`src/scs_cfg.svh`:
```
// Constants for the system clock source select block.
// Overview of operation
// - Eight clock modes chosen by oscillator mode field.
// - External clock codes 111, 110, 101 set power.
// - External clock mode skips the crystal start-up timer.
// - Static logic: stopped clock halts, state is kept.
// - External clock mode clocks from the input pin.
// - External clock mode: output pin is I/O or clock.
// - Oscillator mode field gives default clock after reset.
// - Select field switches to secondary or internal source.
// - Internal block offers 16 MHz, 500 kHz, 31 kHz.
// - Internal mode spans 31 kHz up to 32 MHz.
// - Fail monitor detects lost external clock, picks internal.
// - Crystal modes select low, medium or high gain.
// - Codes 100 internal, 011 RC, 010/001/000 crystals.
// - Crystal modes ignore clock out; else clear bit routes.
// - Crystal modes count 1024 cycles before execution.
// - Select field upper bit one picks internal block.
`ifndef SCS_CFG_SVH
`define SCS_CFG_SVH
`define SCS_MODE_LP 3'h0
`define SCS_MODE_XT 3'h1
`define SCS_MODE_HS 3'h2
`define SCS_MODE_RC 3'h3
`define SCS_MODE_INT 3'h4
`define SCS_MODE_ECL 3'h5
`define SCS_MODE_ECM 3'h6
`define SCS_MODE_ECH 3'h7
`define SCS_GAIN_LOW 2'h0
`define SCS_GAIN_MID 2'h1
`define SCS_GAIN_HIGH 2'h2
`define SCS_PWR_LOW 2'h0
`define SCS_PWR_MID 2'h1
`define SCS_PWR_HIGH 2'h2
`define SCS_IFREQ_SLOW 2'h0
`define SCS_IFREQ_MID 2'h1
`define SCS_IFREQ_FAST 2'h2
`define SCS_IFREQ_PLL 2'h3
`define SCS_OST_LAST 10'h03FF
`define SCS_CLK_MHZ 250
`define SCS_FAIL_TIME_NS 100000
`define SCS_FAIL_CYCLES (`SCS_FAIL_TIME_NS * `SCS_CLK_MHZ / 1000)
`define SCS_FAIL_W 16
`define SCS_ADDR_CTRL 12'h000
`define SCS_ADDR_STAT 12'h004
`define SCS_ADDR_ISTAT 12'h008
`define SCS_ADDR_IMASK 12'h00C
`define SCS_CTRL_RST 4'h8
`define SCS_IMASK_RST 3'h0
`define SCS_EV_FAIL 0
`define SCS_EV_OST 1
`define SCS_EV_SWITCH 2
`endif

```
`src/scs_pkg.sv`:
```
// Types shared by the system clock source select block.
package scs_pkg;
  typedef enum logic [1:0] {
    SCS_SRC_EXT,
    SCS_SRC_T1,
    SCS_SRC_INT
  } scs_src_t;
endpackage : scs_pkg

```
`src/scs_sync.sv`:
```
// Two flip-flop synchroniser for a group of asynchronous levels.
`timescale 1ns/1ps
module scs_sync #(
  parameter int WIDTH = 1
) (
  input wire logic mclk_in,
  input wire logic rst_in,
  input wire logic [WIDTH-1:0] async_in,
  output logic [WIDTH-1:0] sync_out
);
  logic [WIDTH-1:0] meta_r;

  always_ff @(posedge mclk_in)
  begin
    if (rst_in)
    begin
      meta_r <= '0;
      sync_out <= '0;
    end
    else
    begin
      meta_r <= async_in;
      sync_out <= meta_r;
    end
  end
endmodule : scs_sync

```
`src/scs_top.sv`:
```
// System clock source selection, start-up timing and fail-safe switch.
//
// Local design decisions: the register offsets and the APB slave port.
`timescale 1ns/1ps
`include "scs_cfg.svh"
module scs_top #(
  parameter int FAIL_CYCLES = `SCS_FAIL_CYCLES
) (
  input wire logic mclk_in,
  input wire logic rst_in,
  input wire logic [2:0] osc_mode_cfg_in,
  input wire logic clock_out_disable_in,
  input wire logic fail_monitor_en_in,
  input wire logic osc_in_pin_in,
  input wire logic t1_osc_in,
  input wire logic fast_internal_osc_in,
  input wire logic mid_internal_osc_in,
  input wire logic slow_internal_osc_in,
  input wire logic fast_osc_pll_in,
  input wire logic power_up_timer_done_in,
  input wire logic wake_in,
  input wire logic gpio_out_in,
  input wire logic gpio_oe_in,
  input wire logic psel_in,
  input wire logic penable_in,
  input wire logic pwrite_in,
  input wire logic [11:0] paddr_in,
  input wire logic [31:0] pwdata_in,
  output logic [31:0] prdata_out,
  output logic pready_out,
  output logic pslverr_out,
  output logic sysclk_out,
  output logic core_run_out,
  output scs_pkg::scs_src_t cur_src_out,
  output logic [1:0] amp_gain_out,
  output logic [1:0] ext_power_out,
  output logic osc_out_pin_out,
  output logic osc_out_pin_oe_out,
  output logic irq_out
);
  import scs_pkg::*;

  logic [5:0] pin_s;
  logic ext_s;
  logic t1_s;
  logic int_s;
  logic ext_prev_r;
  logic ext_rise;
  logic [2:0] mode_r;
  logic xtal_mode;
  logic ec_mode;
  logic [1:0] select_r;
  logic [1:0] ifreq_r;
  logic [2:0] imask_r;
  logic [2:0] istat_r;
  logic [2:0] ev;
  logic fail_prev_r;
  logic ost_prev_r;
  scs_src_t src_prev_r;
  logic [9:0] ost_cnt_r;
  logic ost_done_r;
  logic fail_r;
  logic [`SCS_FAIL_W-1:0] fail_cnt_r;
  scs_src_t cur_src_r;
  scs_src_t target;
  logic new_level;
  logic sysclk_r;
  logic pready_r;
  logic access;
  logic wr_en;
  logic mapped;
  logic [31:0] rd_data;

  // The source pins come from other clock domains.
  scs_sync #(
    .WIDTH(6)
  ) u_pin_sync (
    .mclk_in(mclk_in),
    .rst_in(rst_in),
    .async_in({fast_osc_pll_in, slow_internal_osc_in, mid_internal_osc_in,
      fast_internal_osc_in, t1_osc_in, osc_in_pin_in}),
    .sync_out(pin_s)
  );

  assign ext_s = pin_s[0];
  assign t1_s = pin_s[1];

  // The internal block offers its three oscillators plus the PLL output.
  always_comb
  begin
    case (ifreq_r)
      `SCS_IFREQ_SLOW: int_s = pin_s[4];
      `SCS_IFREQ_MID: int_s = pin_s[3];
      `SCS_IFREQ_FAST: int_s = pin_s[2];
      default: int_s = pin_s[5];
    endcase
  end

  // Mode is captured while reset is held and frozen afterwards.
  always_ff @(posedge mclk_in)
  begin
    if (rst_in)
      mode_r <= osc_mode_cfg_in;
  end

  assign xtal_mode = (mode_r == `SCS_MODE_LP) || (mode_r == `SCS_MODE_XT) ||
    (mode_r == `SCS_MODE_HS);
  assign ec_mode = (mode_r == `SCS_MODE_ECL) || (mode_r == `SCS_MODE_ECM) ||
    (mode_r == `SCS_MODE_ECH);

  always_comb
  begin
    case (mode_r)
      `SCS_MODE_XT: amp_gain_out = `SCS_GAIN_MID;
      `SCS_MODE_HS: amp_gain_out = `SCS_GAIN_HIGH;
      default: amp_gain_out = `SCS_GAIN_LOW;
    endcase
  end

  always_comb
  begin
    case (mode_r)
      `SCS_MODE_ECH: ext_power_out = `SCS_PWR_HIGH;
      `SCS_MODE_ECM: ext_power_out = `SCS_PWR_MID;
      default: ext_power_out = `SCS_PWR_LOW;
    endcase
  end

  // Last cycle's copies give the edges of the pin and of the flags.
  always_ff @(posedge mclk_in)
  begin
    if (rst_in)
    begin
      ext_prev_r <= 1'b0;
      fail_prev_r <= 1'b0;
      ost_prev_r <= 1'b0;
      src_prev_r <= SCS_SRC_EXT;
    end
    else
    begin
      ext_prev_r <= ext_s;
      fail_prev_r <= fail_r;
      ost_prev_r <= ost_done_r;
      src_prev_r <= cur_src_r;
    end
  end

  assign ext_rise = ext_s && !ext_prev_r;

  // Start-up timer restarts on wake and waits for the power-up timer.
  always_ff @(posedge mclk_in)
  begin
    if (rst_in || wake_in)
    begin
      ost_cnt_r <= '0;
      ost_done_r <= 1'b0;
    end
    else if (!xtal_mode)
      ost_done_r <= 1'b1;
    else if (!ost_done_r && power_up_timer_done_in && ext_rise)
    begin
      ost_cnt_r <= ost_cnt_r + 10'h001;
      if (ost_cnt_r == `SCS_OST_LAST)
        ost_done_r <= 1'b1;
    end
  end

  assign core_run_out = ost_done_r;

  // A stopped external clock is only a fault when the monitor is on;
  // otherwise the core simply halts with its state intact.
  always_ff @(posedge mclk_in)
  begin
    if (rst_in)
    begin
      fail_cnt_r <= '0;
      fail_r <= 1'b0;
    end
    else if (!fail_monitor_en_in || cur_src_r != SCS_SRC_EXT ||
      mode_r == `SCS_MODE_INT || !ost_done_r || ext_s != ext_prev_r)
      fail_cnt_r <= '0;
    else if (fail_cnt_r == `SCS_FAIL_W'(FAIL_CYCLES - 1))
      fail_r <= 1'b1;
    else
      fail_cnt_r <= fail_cnt_r + 1'b1;
  end

  always_comb
  begin
    if (fail_r || select_r[1])
      target = SCS_SRC_INT;
    else if (select_r == 2'h1)
      target = SCS_SRC_T1;
    else if (mode_r == `SCS_MODE_INT)
      target = SCS_SRC_INT;
    else if (ost_done_r)
      target = SCS_SRC_EXT;
    else
      target = cur_src_r;
  end

  always_comb
  begin
    case (target)
      SCS_SRC_EXT: new_level = ext_s;
      SCS_SRC_T1: new_level = t1_s;
      default: new_level = int_s;
    endcase
  end

  // The source changes only while both the output and the new source
  // are low, so neither phase can be cut short.
  always_ff @(posedge mclk_in)
  begin
    if (rst_in)
      cur_src_r <= SCS_SRC_EXT;
    else if (target != cur_src_r && !sysclk_r && !new_level)
      cur_src_r <= target;
  end

  always_ff @(posedge mclk_in)
  begin
    if (rst_in)
      sysclk_r <= 1'b0;
    else if (target != cur_src_r)
      sysclk_r <= sysclk_r && new_level;
    else
    begin
      case (cur_src_r)
        SCS_SRC_EXT: sysclk_r <= ext_s;
        SCS_SRC_T1: sysclk_r <= t1_s;
        default: sysclk_r <= int_s;
      endcase
    end
  end

  assign sysclk_out = sysclk_r;
  assign cur_src_out = cur_src_r;

  // Crystal modes leave the pin to the amplifier, so it is never driven.
  always_comb
  begin
    if (xtal_mode)
    begin
      osc_out_pin_out = 1'b0;
      osc_out_pin_oe_out = 1'b0;
    end
    else if (!clock_out_disable_in)
    begin
      osc_out_pin_out = sysclk_r;
      osc_out_pin_oe_out = 1'b1;
    end
    else
    begin
      osc_out_pin_out = gpio_out_in;
      osc_out_pin_oe_out = gpio_oe_in;
    end
  end

  // One wait state lets read data come from a flip-flop.
  assign access = psel_in && penable_in;
  assign wr_en = access && pready_r && pwrite_in;
  assign mapped = (paddr_in == `SCS_ADDR_CTRL) ||
    (paddr_in == `SCS_ADDR_STAT) || (paddr_in == `SCS_ADDR_ISTAT) ||
    (paddr_in == `SCS_ADDR_IMASK);

  always_ff @(posedge mclk_in)
  begin
    if (rst_in)
      pready_r <= 1'b0;
    else
      pready_r <= access && !pready_r;
  end

  assign pready_out = pready_r;
  assign pslverr_out = pready_r && !mapped;

  always_comb
  begin
    case (paddr_in)
      `SCS_ADDR_CTRL: rd_data = {28'h000_0000, ifreq_r, select_r};
      `SCS_ADDR_STAT: rd_data = {24'h00_0000, mode_r,
        (target != cur_src_r), fail_r, ost_done_r, cur_src_r};
      `SCS_ADDR_ISTAT: rd_data = {29'h0000_0000, istat_r};
      `SCS_ADDR_IMASK: rd_data = {29'h0000_0000, imask_r};
      default: rd_data = 32'h0000_0000;
    endcase
  end

  always_ff @(posedge mclk_in)
  begin
    if (rst_in)
      prdata_out <= 32'h0000_0000;
    else if (access && !pready_r && !pwrite_in)
      prdata_out <= rd_data;
  end

  always_ff @(posedge mclk_in)
  begin
    if (rst_in)
    begin
      {ifreq_r, select_r} <= `SCS_CTRL_RST;
      imask_r <= `SCS_IMASK_RST;
    end
    else if (wr_en && paddr_in == `SCS_ADDR_CTRL)
    begin
      select_r <= pwdata_in[1:0];
      ifreq_r <= pwdata_in[3:2];
    end
    else if (wr_en && paddr_in == `SCS_ADDR_IMASK)
      imask_r <= pwdata_in[2:0];
  end

  assign ev[`SCS_EV_FAIL] = fail_r && !fail_prev_r;
  assign ev[`SCS_EV_OST] = ost_done_r && !ost_prev_r;
  assign ev[`SCS_EV_SWITCH] = cur_src_r != src_prev_r;

  // A new event beats a write-one-to-clear in the same cycle.
  always_ff @(posedge mclk_in)
  begin
    if (rst_in)
      istat_r <= 3'h0;
    else if (wr_en && paddr_in == `SCS_ADDR_ISTAT)
      istat_r <= (istat_r & ~pwdata_in[2:0]) | ev;
    else
      istat_r <= istat_r | ev;
  end

  assign irq_out = |(istat_r & imask_r);

  a_mode_frozen: assert property (@(posedge mclk_in) disable iff (rst_in)
    !$past(rst_in) |-> $stable(mode_r))
    else $error("oscillator mode changed outside reset");
  a_ec_no_ost: assert property (@(posedge mclk_in) disable iff (rst_in)
    ec_mode && !$past(rst_in) && !$past(wake_in) |-> core_run_out)
    else $error("external clock mode delayed execution");
  a_ost_count: assert property (@(posedge mclk_in) disable iff (rst_in)
    $rose(ost_done_r) && xtal_mode |->
    $past(ost_cnt_r) == `SCS_OST_LAST && $past(ext_rise))
    else $error("start-up timer ended before its count");
  a_xtal_gain: assert property (@(posedge mclk_in) disable iff (rst_in)
    xtal_mode |-> amp_gain_out == mode_r[1:0])
    else $error("crystal gain does not follow the mode");
  a_xtal_pin_free: assert property (@(posedge mclk_in) disable iff (rst_in)
    xtal_mode |-> !osc_out_pin_oe_out)
    else $error("output pin driven in a crystal mode");
  a_switch_low: assert property (@(posedge mclk_in) disable iff (rst_in)
    cur_src_r != $past(cur_src_r) |-> !sysclk_r && !$past(sysclk_r))
    else $error("source changed while the clock was high");
  a_fail_to_int: assert property (@(posedge mclk_in) disable iff (rst_in)
    fail_r |-> target == SCS_SRC_INT)
    else $error("clock failure did not select internal source");
  a_select_int: assert property (@(posedge mclk_in) disable iff (rst_in)
    select_r[1] && !$past(rst_in) |->
    cur_src_r == SCS_SRC_INT || target == SCS_SRC_INT)
    else $error("upper select bit did not pick internal source");
  a_run_gate: assert property (@(posedge mclk_in) disable iff (rst_in)
    xtal_mode && $fell(ost_done_r) |-> !core_run_out [*2])
    else $error("execution ran before start-up timer ended");
  a_irq_level: assert property (@(posedge mclk_in) disable iff (rst_in)
    $rose(istat_r[`SCS_EV_FAIL]) && imask_r[`SCS_EV_FAIL] |-> irq_out)
    else $error("unmasked event raised no interrupt");

  c_fail_switch: cover property (@(posedge mclk_in) disable iff (rst_in)
    fail_r && cur_src_r == SCS_SRC_INT);
  c_t1_select: cover property (@(posedge mclk_in) disable iff (rst_in)
    cur_src_r == SCS_SRC_T1);
  c_ost_done: cover property (@(posedge mclk_in) disable iff (rst_in)
    xtal_mode && $rose(ost_done_r));
  c_irq: cover property (@(posedge mclk_in) disable iff (rst_in)
    $rose(irq_out));
endmodule : scs_top

```
`config.mk`:
```
export PLATFORM = sky130hd
export DESIGN_NAME = scs_top
export DESIGN_NICKNAME = d
export VERILOG_FILES = /design/src/scs_pkg.sv /design/src/scs_sync.sv /design/src/scs_top.sv
export VERILOG_INCLUDE_DIRS = /design/src /design/src/src
export SDC_FILE = /design/constraint.sdc
export NUM_CORES = 1
export LEC_CHECK = 0
export ABC_AREA = 1
export BUFFER_PORTS_ARGS = -buffer_cell sky130_fd_sc_hd__buf_4
export CAP_MARGIN = 30
export CORE_AREA = 2 2 95 97
export CTS_BUF_LIST = sky130_fd_sc_hd__clkbuf_16
export CTS_CLUSTER_SIZE = 40
export DETAILED_ROUTE_END_ITERATION = 12
export DIE_AREA = 0 0 97 99
export HOLD_SLACK_MARGIN = 0.08
export PLACE_DENSITY = 0.74
export SYNTH_ARGS = -nofsm -noshare
export SYNTH_HDL_FRONTEND = slang
export SYNTH_SLANG_ARGS = --single-unit
```
`constraint.sdc`:
```
create_clock -name mclk_in -period 4.5 [get_ports mclk_in]
set_clock_uncertainty 0.2 [all_clocks]
set_input_delay 0.9 -clock mclk_in [delete_from_list [all_inputs] [get_ports mclk_in]]
set_output_delay 0.9 -clock mclk_in [all_outputs]
set_load 0.03 [all_outputs]
```
After elaboration in Yosys (flattened, before gate mapping)

Index checks and enable logic that the tools add are counted.

Memories: 0
Latch bits: 0
Word-level logic and storage cells: 117
Output and inout bits: 45
ROM bits: 0
Register bits after elaboration: 94
RAM bits: 0

Bitwise gates (word level): 7
Muxes and demuxes: 19
$add $sub $neg: 2
$lt $le $gt $ge: 0
Reduce and logical (&&, ||, !) cells: 50
Div/mod/pow operators: 0
Multipliers: 0
Shift operators: 0
Equal/unequal tests: 20

Operator list:

| kind                  | number |
|---|---|
| $pmux 8 s4            | 1 |
| $eq 12x4->1 const B   | 2 |
| $logic_and 1x1->1     | 17 |
| $add 16x1->16 const B | 1 |
| $eq 16x15->1 const B  | 1 |
| $eq 12x3->1 const B   | 1 |
| $logic_not 12->1      | 1 |
| $logic_or 1x1->1      | 11 |
| $add 10x1->10 const B | 1 |
| $eq 10x10->1 const B  | 1 |
| $logic_not 1->1       | 10 |
| $eq 3x3->1 const B    | 3 |
| $eq 2x1->1 const B    | 4 |
| $mux 1                | 8 |
| $mux 2                | 4 |
| $pmux 2 s2            | 2 |
| $reduce_and 2->1      | 4 |
| $and 3x3->3           | 2 |
| $logic_not 2->1       | 3 |
| $or 3x3->3            | 2 |
| $ne 2x1->1 const B    | 2 |
| $ne 2x2->1            | 2 |
| $pmux 1 s2            | 2 |
| $eq 3x1->1 const B    | 1 |
| other kinds (11)      | 12 |

Depth between registers and ports, before layout

Gate-level depths: netlist (run 1).

Depth in word-level cells: 8
Gate-level depth with buffers: 12
Gate-level depth less buffers: 12

Hierarchy

A second synthesis (run 1) with hierarchy kept.

Cell total of the unflattened synthesis: 455
Area, all modules: 3,414.5 sq um

By module, submodules not included:

| module   | area an instance (sq um) | cells each | seq. area each (sq um) | times used |
|---|---|---|---|---|
| scs_top  | 3,072.9                  | 418        | 1,191.1                | 1 |
| scs_sync | 341.6                    | 37         | 240.2                  | 1 |

Worst setup path before layout (run 1)

Ideal clock, no wire load.

Path type: input to output
From: input paddr_in[7]
To: output pslverr_out
Arrival: 2.374 ns
Cell stages on the path: 6
Data required time: 3.400 ns
Path buffers: 0
Slack: 1.026 ns
Cells stage by stage: nor2_1 -> nand2_1 -> nor2_1 -> nand2_1 -> nand2_1 -> nor4b_1

Longest elaborated chain between the ends: 6
Elaborated cells between the ends (all ways): 9
Classes of those cells: 3 x eq/ne; 6 x reduce/logical

Ends and longest elaborated chain:

| what                                            | line           | text |
|---|---|---|
| start: declaration                              | scs_top.sv:27  | `input wire logic [11:0] paddr_in,` |
| $eq 12x3->1 or $logic_not 12->1 (tied branches) | n/a            |  |
| $logic_or 1x1->1 (2 in a row)                   | scs_top.sv:263 | `` assign mapped = (paddr_in == `SCS_ADDR_CTRL) \|\| `` |
| $logic_or 1x1->1 *                              | scs_top.sv:263 |  |
| $logic_not 1->1 *                               | scs_top.sv:276 | `assign pslverr_out = pready_r && !mapped;` |
| $logic_and 1x1->1 *                             | scs_top.sv:276 |  |
| end: declaration                                | scs_top.sv:31  | `output logic pslverr_out,` |

Every way passes the cells marked *; elsewhere a longest branch is shown, timed or not.

Final worst setup path (run 1)

From: input paddr_in[9]
To: output pslverr_out

The elaborated chain is that of the path after synthesis.

==> flow_summary.json, run 1 <==
{
  "track_usage_pct": 15.0,
  "worstSetupPathType": "input pin to primary output",
  "total_power_uw": 1740,
  "hpwl_microns": 5430,
  "first_global_vias": 2738,
  "antenna_found_initial": 0,
  "start_util_pct": 39.4,
  "die_width_microns": 97,
  "cts-root-buf": "clkbuf_16",
  "cp-start-kind": "input pin",
  "final_net_count": 588,
  "cts_setup_buffers": 0,
  "fin_crit_ns": 3.14,
  "fmax_mhz": 319,
  "dr.pass1.iters": 4,
  "synthesis.instances": 461,
  "viasPerCell": 4.73,
  "wire_per_inst_microns": 11.1,
  "final_core_util_pct": 48.1,
  "hp-class": "flip-flop to flip-flop",
  "fin_crit_sh_pct": 69.7,
  "clock_latency_ns": 0.33,
  "crit_chain": "buf_4 > inv_1 > nand3_1 > nor2_1 > nand2_1 > nand2_1 > nor4b_1 > buf_4",
  "layout_commonest_cell": "nand2_1",
  "final.setup.tns_ns": 0,
  "reg2reg_from": "mode_r[0]",
  "totalWireLength_microns": 7020,
  "diodes": 0,
  "num_vias": 3001,
  "cts_buffers": 9,
  "syn_area_sq_um": 3370,
  "placement.io_buffers": 56,
  "pre_cts_ws_ns": 1.38,
  "worstSetupStartpoint": "paddr_in[9]",
  "layout_setup_ws_ns": 1.36,
  "static-leakage-power_uw": 0.00175,
  "async_flop_share_pct": 0,
  "hold_buffers": 0,
  "row_count": 34,
  "report.final.hold_viol_count": 0,
  "globalRoute.totalOverflow": 0,
  "max_stage_delay_ns": 0.30,
  "drive_gt1_share_pct": 20.0,
  "rsz0062_at_grt": "false",
  "setup_violations": 0,
  "place_congestion": 0.840,
  "cp_data_required_time_ns": 3.40,
  "drc": 0,
  "synthFlopType": "dfxtp_1",
  "peakVddDrop_uv": 215,
  "critPathArrivalTime_ns": 2.04,
  "grt_max_degree": 39,
  "avgSynthCellArea_sq_um": 7.31,
  "drv_cap": 0,
  "cts_sinks": 70,
  "die_h_microns": 99,
  "yosysSeqAreaShare_pct": 42.5,
  "dieArea_sq_um": 9600,
  "io_pins": 109,
  "num-fill-cells": 859,
  "cts_tree": "done",
  "r2r_cells": 8,
  "r2r-end": "ost_cnt_r[9]",
  "floorplan.core_area_sq_um": 8550,
  "layout_common_cells": "84 x nand2_1, 67 x dfxtp_1, 63 x inv_1",
  "power_per_cell_area_nw_per_um2": 422,
  "clkTransAtPathRegs_ns": 0.05,
  "ys_seq_elements": 70,
  "synth_edf_count": 3,
  "drt_iter0_drc": 157,
  "cts_max_level": 3,
  "slew_violations": 0,
  "ant_nets": 0,
  "clk_path_buf_depth": 2,
  "regToRegSetupSlack_ns": 2.58,
  "yosys_warnings": 0,
  "end_kind": "primary output",
  "cp-endpoint": "pslverr_out",
  "worst_path_max_delay_cell": "nor4b_1",
  "critical_path.max_fanout": 5,
  "postCtsResizedCells": 0,
  "status": "finished clean",
  "yosys.cell_types.count": 39,
  "area_growth_pct": 22.1,
  "grt_first_pass_wirelength_microns": 11800
}
-- synthesized netlist by cell type (all sizes together) (2+ instances only) --
cell type	number	share of area, %
nor2	54	6.7
o22ai	5	0.93
nand3	19	2.8
clkbuf	4	0.45
xnor2	3	0.78
nor3b	2	0.59
a21oi	39	5.9
o21ai	31	4.6
inv	72	8.0
ha	3	1.1
nand2	93	11
dfxtp	67	40
nand4	13	2.6
nor3	16	3.8
buf	26	5.8
edfxtp	3	2.7
-- metal layers --
layer / vias to the layer above / global-route usage [%] / part of all wire, %
li1: 1558 / - / -
met1: 1333 / 18.2 / 46
met2: 99 / 24.6 / 46
met3: 11 / 4.47 / 6.7
met4: 0 / 6.83 / 1.6
met5: - / 0 / 0
-- cell type report --
class	instances	area [sq um]	share of cell area [%]
timing repair buffer	56	420	10.2
sequential	70	1430	34.8
inverter	73	274	6.66
clock buffer	9	225	5.47
clock inverter	7	88.8	2.16
tap	108	135	3.28
multi-input combinational	311	1540	37.4
-- how the worst min path moves through the flow --
stage	startpoint	to	slack, ns	depth (start not counted)
after floorplan	u_pin_sync.meta_r[0]	u_pin_sync.sync_out[0]	0.19	2
after global placement	u_pin_sync.meta_r[4]	u_pin_sync.sync_out[4]	0.20	2
after detailed placement	u_pin_sync.meta_r[5]	u_pin_sync.sync_out[5]	0.20	2
after CTS	u_pin_sync.meta_r[5]	u_pin_sync.sync_out[5]	0.21	2
after global routing	u_pin_sync.meta_r[5]	u_pin_sync.sync_out[5]	0.21	2
final	u_pin_sync.meta_r[5]	u_pin_sync.sync_out[5]	0.20	2
-- flip-flops by register name, summed over array words and instances, names as in the netlist --
name and cells:
core_run_out 1, cur_src_out 2, ext_prev_r 1, fail_cnt_r 16, fail_prev_r 1, fail_r 1, ifreq_r 2, imask_r 3
istat_r 3, mode_r 3, ost_cnt_r 10, ost_prev_r 1, prdata_out 8, pready_out 1, select_r 2, src_prev_r 2
sysclk_out 1, u_pin_sync.meta_r 6, u_pin_sync.sync_out 6
-- cell families after synthesis --
logic type / share of synthesized area (%)
buf+inv: 14.4
other cells: 0.111
fa+ha+maj: 1.11
xor+xnor: 1.04
simple gates: 28.3
flops: 42.5
compound gates: 12.6
-- metrics by stage --
stage / area [sq um] / hold slack [ns] / cells
3_3_place_gp: 3800 / 0.195 / 618
6_report: 4110 / 0.202 / 634
5_1_grt: 4110 / 0.209 / 634
4_1_cts: 4110 / 0.205 / 634
2_1_floorplan: 3460 / 0.188 / 484
3_5_place_dp: 3800 / 0.197 / 618
-- worst max-delay path: cells and delay by family --
kind,cells,cell delay (ns)
buffers and inverters,3,0.33
AND/OR/NAND/NOR,5,0.81
-- power breakdown --
part	leakage (uW)	internal, uW	switching [uW]
combinational	0.00103	107	201
clock	0.000150	481	256
sequential	0.000573	654	37.9
total	0.00175	1240	494
Power figures use the tool's default switching activity.
==> run 2, diff against run 1 <==
Clock period 4.5 ns to 3.1 ns, I/O delays scaled along.
==> run 2 against run 1 <==
  * Worst setup slack worse by 0.84 ns
  * Core utilization fell by 0.66 points
  * Register-to-register slack worse by 1.4 ns
  * Count of clock-buffer cells in the layout did not move
  * Wire length grew 4.0%
  * Combinational power grew 47%
  * Via count rose by 2.3%
  * Critical path depth did not move
  * Global-route usage increased by 0.35 points
  * Flip-flop and latch count unchanged
  * Design area fell by 1.4%
  * Largest cell class unchanged
  * Highest routed layer unchanged
==> flow_summary.json, run 2 (synthesis results as in run 1) <==
{
  "cp-start-kind": "input pin",
  "diodes": 0,
  "holdPathStages": 2,
  "cts_setup_buffers": 0,
  "worstSetupPathType": "input pin to primary output",
  "largestRegisters": "fail_cnt_r x16, ost_cnt_r x10, prdata_out x8",
  "cts_buffers": 9,
  "worstSetupStartpoint": "paddr_in[7]",
  "grt_max_degree": 39,
  "cts_tree": "done",
  "drv_cap": 0,
  "stdcell_area_sq_um": 4060,
  "setup_violations": 0,
  "hold_buffers": 0,
  "cts-root-buf": "clkbuf_16",
  "start_util_pct": 39.4,
  "critPathArrivalTime_ns": 1.76,
  "postCtsResizedCells": 0,
  "static-leakage-power_uw": 0.00173,
  "rsz0062_at_grt": "false",
  "largest_reg_flops": 16,
  "globalRoute.totalOverflow": 0,
  "viasPerCell": 4.84,
  "place_congestion": 0.855,
  "layout_common_cells": "84 x nand2_1, 67 x dfxtp_1, 64 x inv_1",
  "area_growth_pct": 20.4,
  "track_usage_pct": 15.3,
  "first_global_vias": 2779,
  "final_net_count": 588,
  "reg2reg_from": "mode_r[0]",
  "grt_first_pass_wirelength_microns": 12100,
  "totalWireLength_microns": 7300,
  "fin_crit_sh_pct": 83.2,
  "power_per_cell_area_nw_per_um2": 577,
  "floorplan.core_area_sq_um": 8550,
  "clock_latency_ns": 0.32,
  "min_from": "u_pin_sync.meta_r[3]",
  "io_pins": 109,
  "status": "finished clean",
  "fmax_mhz": 388,
  "peakVddDrop_uv": 241,
  "hp-class": "flip-flop to flip-flop",
  "regMostFlops": "fail_cnt_r",
  "final.setup.tns_ns": 0,
  "ant_nets": 0,
  "row_count": 34,
  "drive_gt1_share_pct": 19.6,
  "drt_iter0_drc": 120,
  "cts_sinks": 70,
  "hpwl_microns": 5550,
  "clkTransAtPathRegs_ns": 0.05,
  "cts_max_level": 3,
  "critical_path.max_fanout": 5,
  "drc": 0,
  "dr.pass1.iters": 4,
  "num_vias": 3070,
  "r2r_cells": 8,
  "dieArea_sq_um": 9600,
  "place_area_sq_um": 3800,
  "die_width_microns": 97,
  "antenna_found_initial": 0,
  "report.final.hold_viol_count": 0,
  "layout_commonest_cell": "nand2_1",
  "placement.io_buffers": 56,
  "slew_violations": 0,
  "fin_crit_ns": 2.58,
  "wire_per_inst_microns": 11.5,
  "clk_path_buf_depth": 2,
  "die_h_microns": 99,
  "cp_data_required_time_ns": 2.28,
  "end_kind": "primary output"
}
[run 2: changes by cell type in the layout (fill, tap and decap cells not counted), sizes merged]
cell,change
inv,+1
bufinv,-2
clkinv,+1
[run 2: routing by layer]
| metal | vias up | part of all wire [%] | global-route usage (%) |
|---|---|---|---|
| li1 | 1557 | - | - |
| met1 | 1405 | 43 | 18.2 |
| met2 | 99 | 48 | 26.3 |
| met3 | 9 | 7.4 | 4.33 |
| met4 | 0 | 1.5 | 5.96 |
| met5 | - | 0 | 0 |
[run 2: path summary, 6_finish.rpt]
path | to | slack [ns]
worst min-delay path | u_pin_sync.sync_out[3] | 0.20
worst max-delay path | pslverr_out | 0.52
worst min register to register | u_pin_sync.sync_out[3] | 0.20
worst max register to register | ost_cnt_r[9] | 1.18
[run 2: metrics by stage]
step                      hold WS [ns]  utilization [%]  worst slack (ns)  std cells  total power [uW]
after global placement           0.195             44.4             0.540        618              1460
after global routing             0.220             47.5             0.433        634              2460
after detailed placement         0.192             44.4             0.533        618              1470
after CTS                        0.200             47.5             0.530        634              2360
after floorplan                  0.188                -             0.186        484              1360
final                            0.199             47.5             0.520        634              2340
[run 2: critical path, stage by stage]
cell and delay (ns):
buf_4 0.08, nor2_1 0.03, nand2_1 0.16, nor2_1 0.09, nand2_1 0.18, nand2_1 0.07, nor4b_1 0.30, buf_4 0.23
[run 2: where the power goes]
group	switching, uW	internal [uW]	leakage [uW]	total, uW
clock	358	526	0.000129	884
combinational	298	156	0.00103	454
sequential	56.0	949	0.000573	1000
total	712	1630	0.00173	2340
[run 2: cell type report]
type | instances | area [sq um]
Inverter | 73 | 274
Fill cell | 849 | 4490
Multi-Input combinational cell | 311 | 1540
Timing Repair Buffer | 56 | 420
Sequential cell | 70 | 1430
Clock inverter | 7 | 32.5
Tap cell | 108 | 135
Clock buffer | 9 | 225
==> run 3, diff against run 2 <==
Settings changed: ABC_AREA 1 to 0, CORE_AREA 2 2 95 97 to 2 2 94 96, DIE_AREA 0 0 97 99 to 0 0 96 98, PLACE_DENSITY 0.74 to 0.76.
Clock period 3.1 ns to 2.15 ns, I/O delays scaled along.
==> run 3 against run 2 <==
  * The run now ends with negative setup slack left
  * First-iteration DRC count shrank 5.8%
  * Flip-flop and latch count did not move
  * Sequential power up 34%
  * Power rose by 25%
  * Worst setup slack got worse by 0.53 ns
  * Cell count down 15%
  * Sequential share of layout area down 1.0 points
  * Synthesized cell count fell by 23%
  * Largest cell class unchanged
==> flow_summary.json, run 3 <==
{
  "dieArea_sq_um": 9410,
  "critical_path.max_fanout": 4,
  "syn_area_sq_um": 3310,
  "io_pins": 109,
  "layout_setup_ws_ns": -0.0104,
  "globalRoute.totalOverflow": 0,
  "final_net_count": 497,
  "p_int_uw": 2210,
  "drt_iter0_drc": 113,
  "grt_max_degree": 34,
  "placement.io_buffers": 56,
  "num_vias": 2741,
  "layout_commonest_cell": "buf_4",
  "cts_buffers": 9,
  "grt_first_pass_wirelength_microns": 11600,
  "yosys.cell_types.count": 62,
  "place_congestion": 0.902,
  "first_global_vias": 2570,
  "drv_cap": 0,
  "power.share.combinational_pct": 9.6,
  "violations": "negative setup slack",
  "diodes": 0,
  "power_per_cell_area_nw_per_um2": 701,
  "reg2reg_from": "mode_r[1]",
  "die_width_microns": 96,
  "peakVddDrop_uv": 318,
  "floorplan.core_area_sq_um": 8470,
  "die_h_microns": 98,
  "largest_reg_flops": 16,
  "worstMarginPinSlew_ns": 0.625,
  "yosysTopAreaCellShare_pct": 40.5,
  "end_kind": "flip-flop",
  "synth_common_cells": "67 x dfxtp_1, 44 x nor2_1, 25 x buf_4",
  "relSlewSlack_pct": 57.8,
  "regMostFlops": "fail_cnt_r",
  "cts_sinks": 70,
  "fmax_mhz": 463,
  "yosysMostFrequentCell": "dfxtp_1",
  "clkTransAtPathRegs_ns": 0.06,
  "worstSetupStartpoint": "mode_r[1]",
  "async_flop_share_pct": 0,
  "cp-start-kind": "flip-flop",
  "drive_gt1_share_pct": 26.7,
  "cts_setup_buffers": 0,
  "area_growth_pct": 26.4,
  "drc": 0,
  "track_usage_pct": 15.7,
  "hpwl_microns": 5070,
  "total_power_uw": 2930,
  "power_frac_clock_pct": 44.6,
  "dr.pass1.iters": 4,
  "clk_path_buf_depth": 2,
  "cts_tree": "done",
  "yosys-top-cells-area": "dfxtp_1 41%, buf_4 5.7%, nor2_1 5.0%",
  "row_count": 34,
  "worstSetupPathType": "flip-flop to flip-flop",
  "static-leakage-power_uw": 0.00165,
  "avgSynthCellArea_sq_um": 9.38,
  "fin_crit_ns": 2.16,
  "totalWireLength_microns": 6980,
  "setup_violations": 1,
  "critPathArrivalTime_ns": 2.18,
  "yosys_warnings": 0,
  "synthFlopType": "dfxtp_1",
  "viasPerCell": 5.06,
  "fin_crit_sh_pct": 100,
  "antenna_found_initial": 0,
  "status": "finished with violations",
  "power.switching_uw": 719,
  "min_from": "fast_osc_pll_in",
  "wire_per_inst_microns": 12.9,
  "cts_max_level": 3,
  "p_sw_share_pct": 24.5,
  "cts-root-buf": "clkbuf_16",
  "synthesis.instances": 353,
  "largestRegisters": "fail_cnt_r x16, ost_cnt_r x10, prdata_out x8",
  "clock_latency_ns": 0.33,
  "yosysTopAreaCell": "dfxtp_1",
  "seqPwrFrac_pct": 45.8,
  "ys_seq_elements": 70,
  "slew_violations": 0,
  "layout_common_cells": "78 x buf_4, 66 x dfxtp_1, 44 x nor2_1",
  "report.final.hold_viol_count": 0,
  "yosysSeqAreaShare_pct": 43.2,
  "ant_nets": 0,
  "place_area_sq_um": 3870,
  "stdcell_area_sq_um": 4180,
  "cp_data_required_time_ns": 2.17,
  "start_util_pct": 39.1,
  "rsz0062_at_grt": "true",
  "hp-class": "input pin to flip-flop",
  "synth_edf_count": 3
}
-- run 3: cell count changes after synthesis, sizes merged, moves of 7 or more --
cell	previous run	this run
nor3	16	6
mux2i	0	11
nor2b	0	14
inv	72	13
o21ai	31	7
nand2	93	17
nor4	1	11
nand3	19	12
xor2	1	11
nor2	54	44
or3	0	9
a21oi	39	14
-- run 3: worst max-delay path, stage by stage, from the launching register on --
cell,delay [ns]
edfxtp_1,0.42
or4b_4,0.58
a31oi_2,0.24
a31oi_2,0.07
nor4_2,0.20
mux2_1,0.35
-- run 3: cell families after synthesis --
| kind of cell | count (synthesis) | share of synthesized area (%) |
|---|---|---|
| DFF | 70 | 43.2 |
| other | 1 | 0.113 |
| muxes | 17 | 6.73 |
| buffers and inverters | 51 | 9.22 |
| adders and majority gates | 3 | 1.13 |
| xor gates and xnor gates | 19 | 5.03 |
| AOI/OAI and AO/OA | 41 | 8.73 |
| and+or+nand+nor | 151 | 25.8 |
-- run 3: timing repair --
action,4_1_cts,5_1_grt
endpoints found under the hold margin,3,0
gates resized for setup,0,5
hold buffers,3,0
endpoints found under the setup margin,1,9
-- run 3: layout make-up --
cell class	instances	area [sq um]
fill	778	4280
multi-input combinational	255	1690
timing repair buffer	81	616
sequential	70	1430
inverter	13	48.8
clock inverter	6	38.8
clock buffer	9	225
tap	108	135
-- run 3: layer usage --
layer / routed length (microns) / global-route usage (%)
met4: 130 / 8.02
met5: 0 / 0
met3: 402 / 4.40
met1: 3100 / 19.8
met2: 3360 / 24.2
-- run 3: power by group through the flow --
| stage | Clock [uW] | Sequential [uW] | Combinational [uW] |
|---|---|---|---|
| 2_1_floorplan | 0 | 1380 | 194 |
| 3_3_place_gp | 0 | 1370 | 268 |
| 3_5_place_dp | 0 | 1370 | 272 |
| 4_1_cts | 1340 | 1340 | 277 |
| 5_1_grt | 1410 | 1340 | 307 |
| 6_report | 1310 | 1340 | 282 |
-- run 3: worst paths after layout --
| kind | end | slack (ns) | depth (start not counted) |
|---|---|---|---|
| max | cur_src_out[0] | -0.01 | 5 |
| min | u_pin_sync.meta_r[5] | 0.11 | 2 |
| max reg2reg | cur_src_out[0] | -0.01 | 5 |
| min reg2reg | istat_r[0] | 0.21 | 1 |
-- run 3: per-stage QoR --
stage / setup slack (ns) / hold slack [ns] / utilization, % / TNS (ns) / std cells
2_1_floorplan: 0.00616 / 0.191 / - / 0 / 376
3_3_place_gp: 0.0167 / 0.197 / 45.7 / 0 / 524
3_5_place_dp: -0.0107 / 0.204 / 45.7 / -0.0107 / 524
4_1_cts: -0.0237 / 0.0985 / 49.2 / -0.0237 / 542
5_1_grt: -0.119 / 0.113 / 49.4 / -0.221 / 542
6_report: -0.0104 / 0.107 / 49.4 / -0.0104 / 542
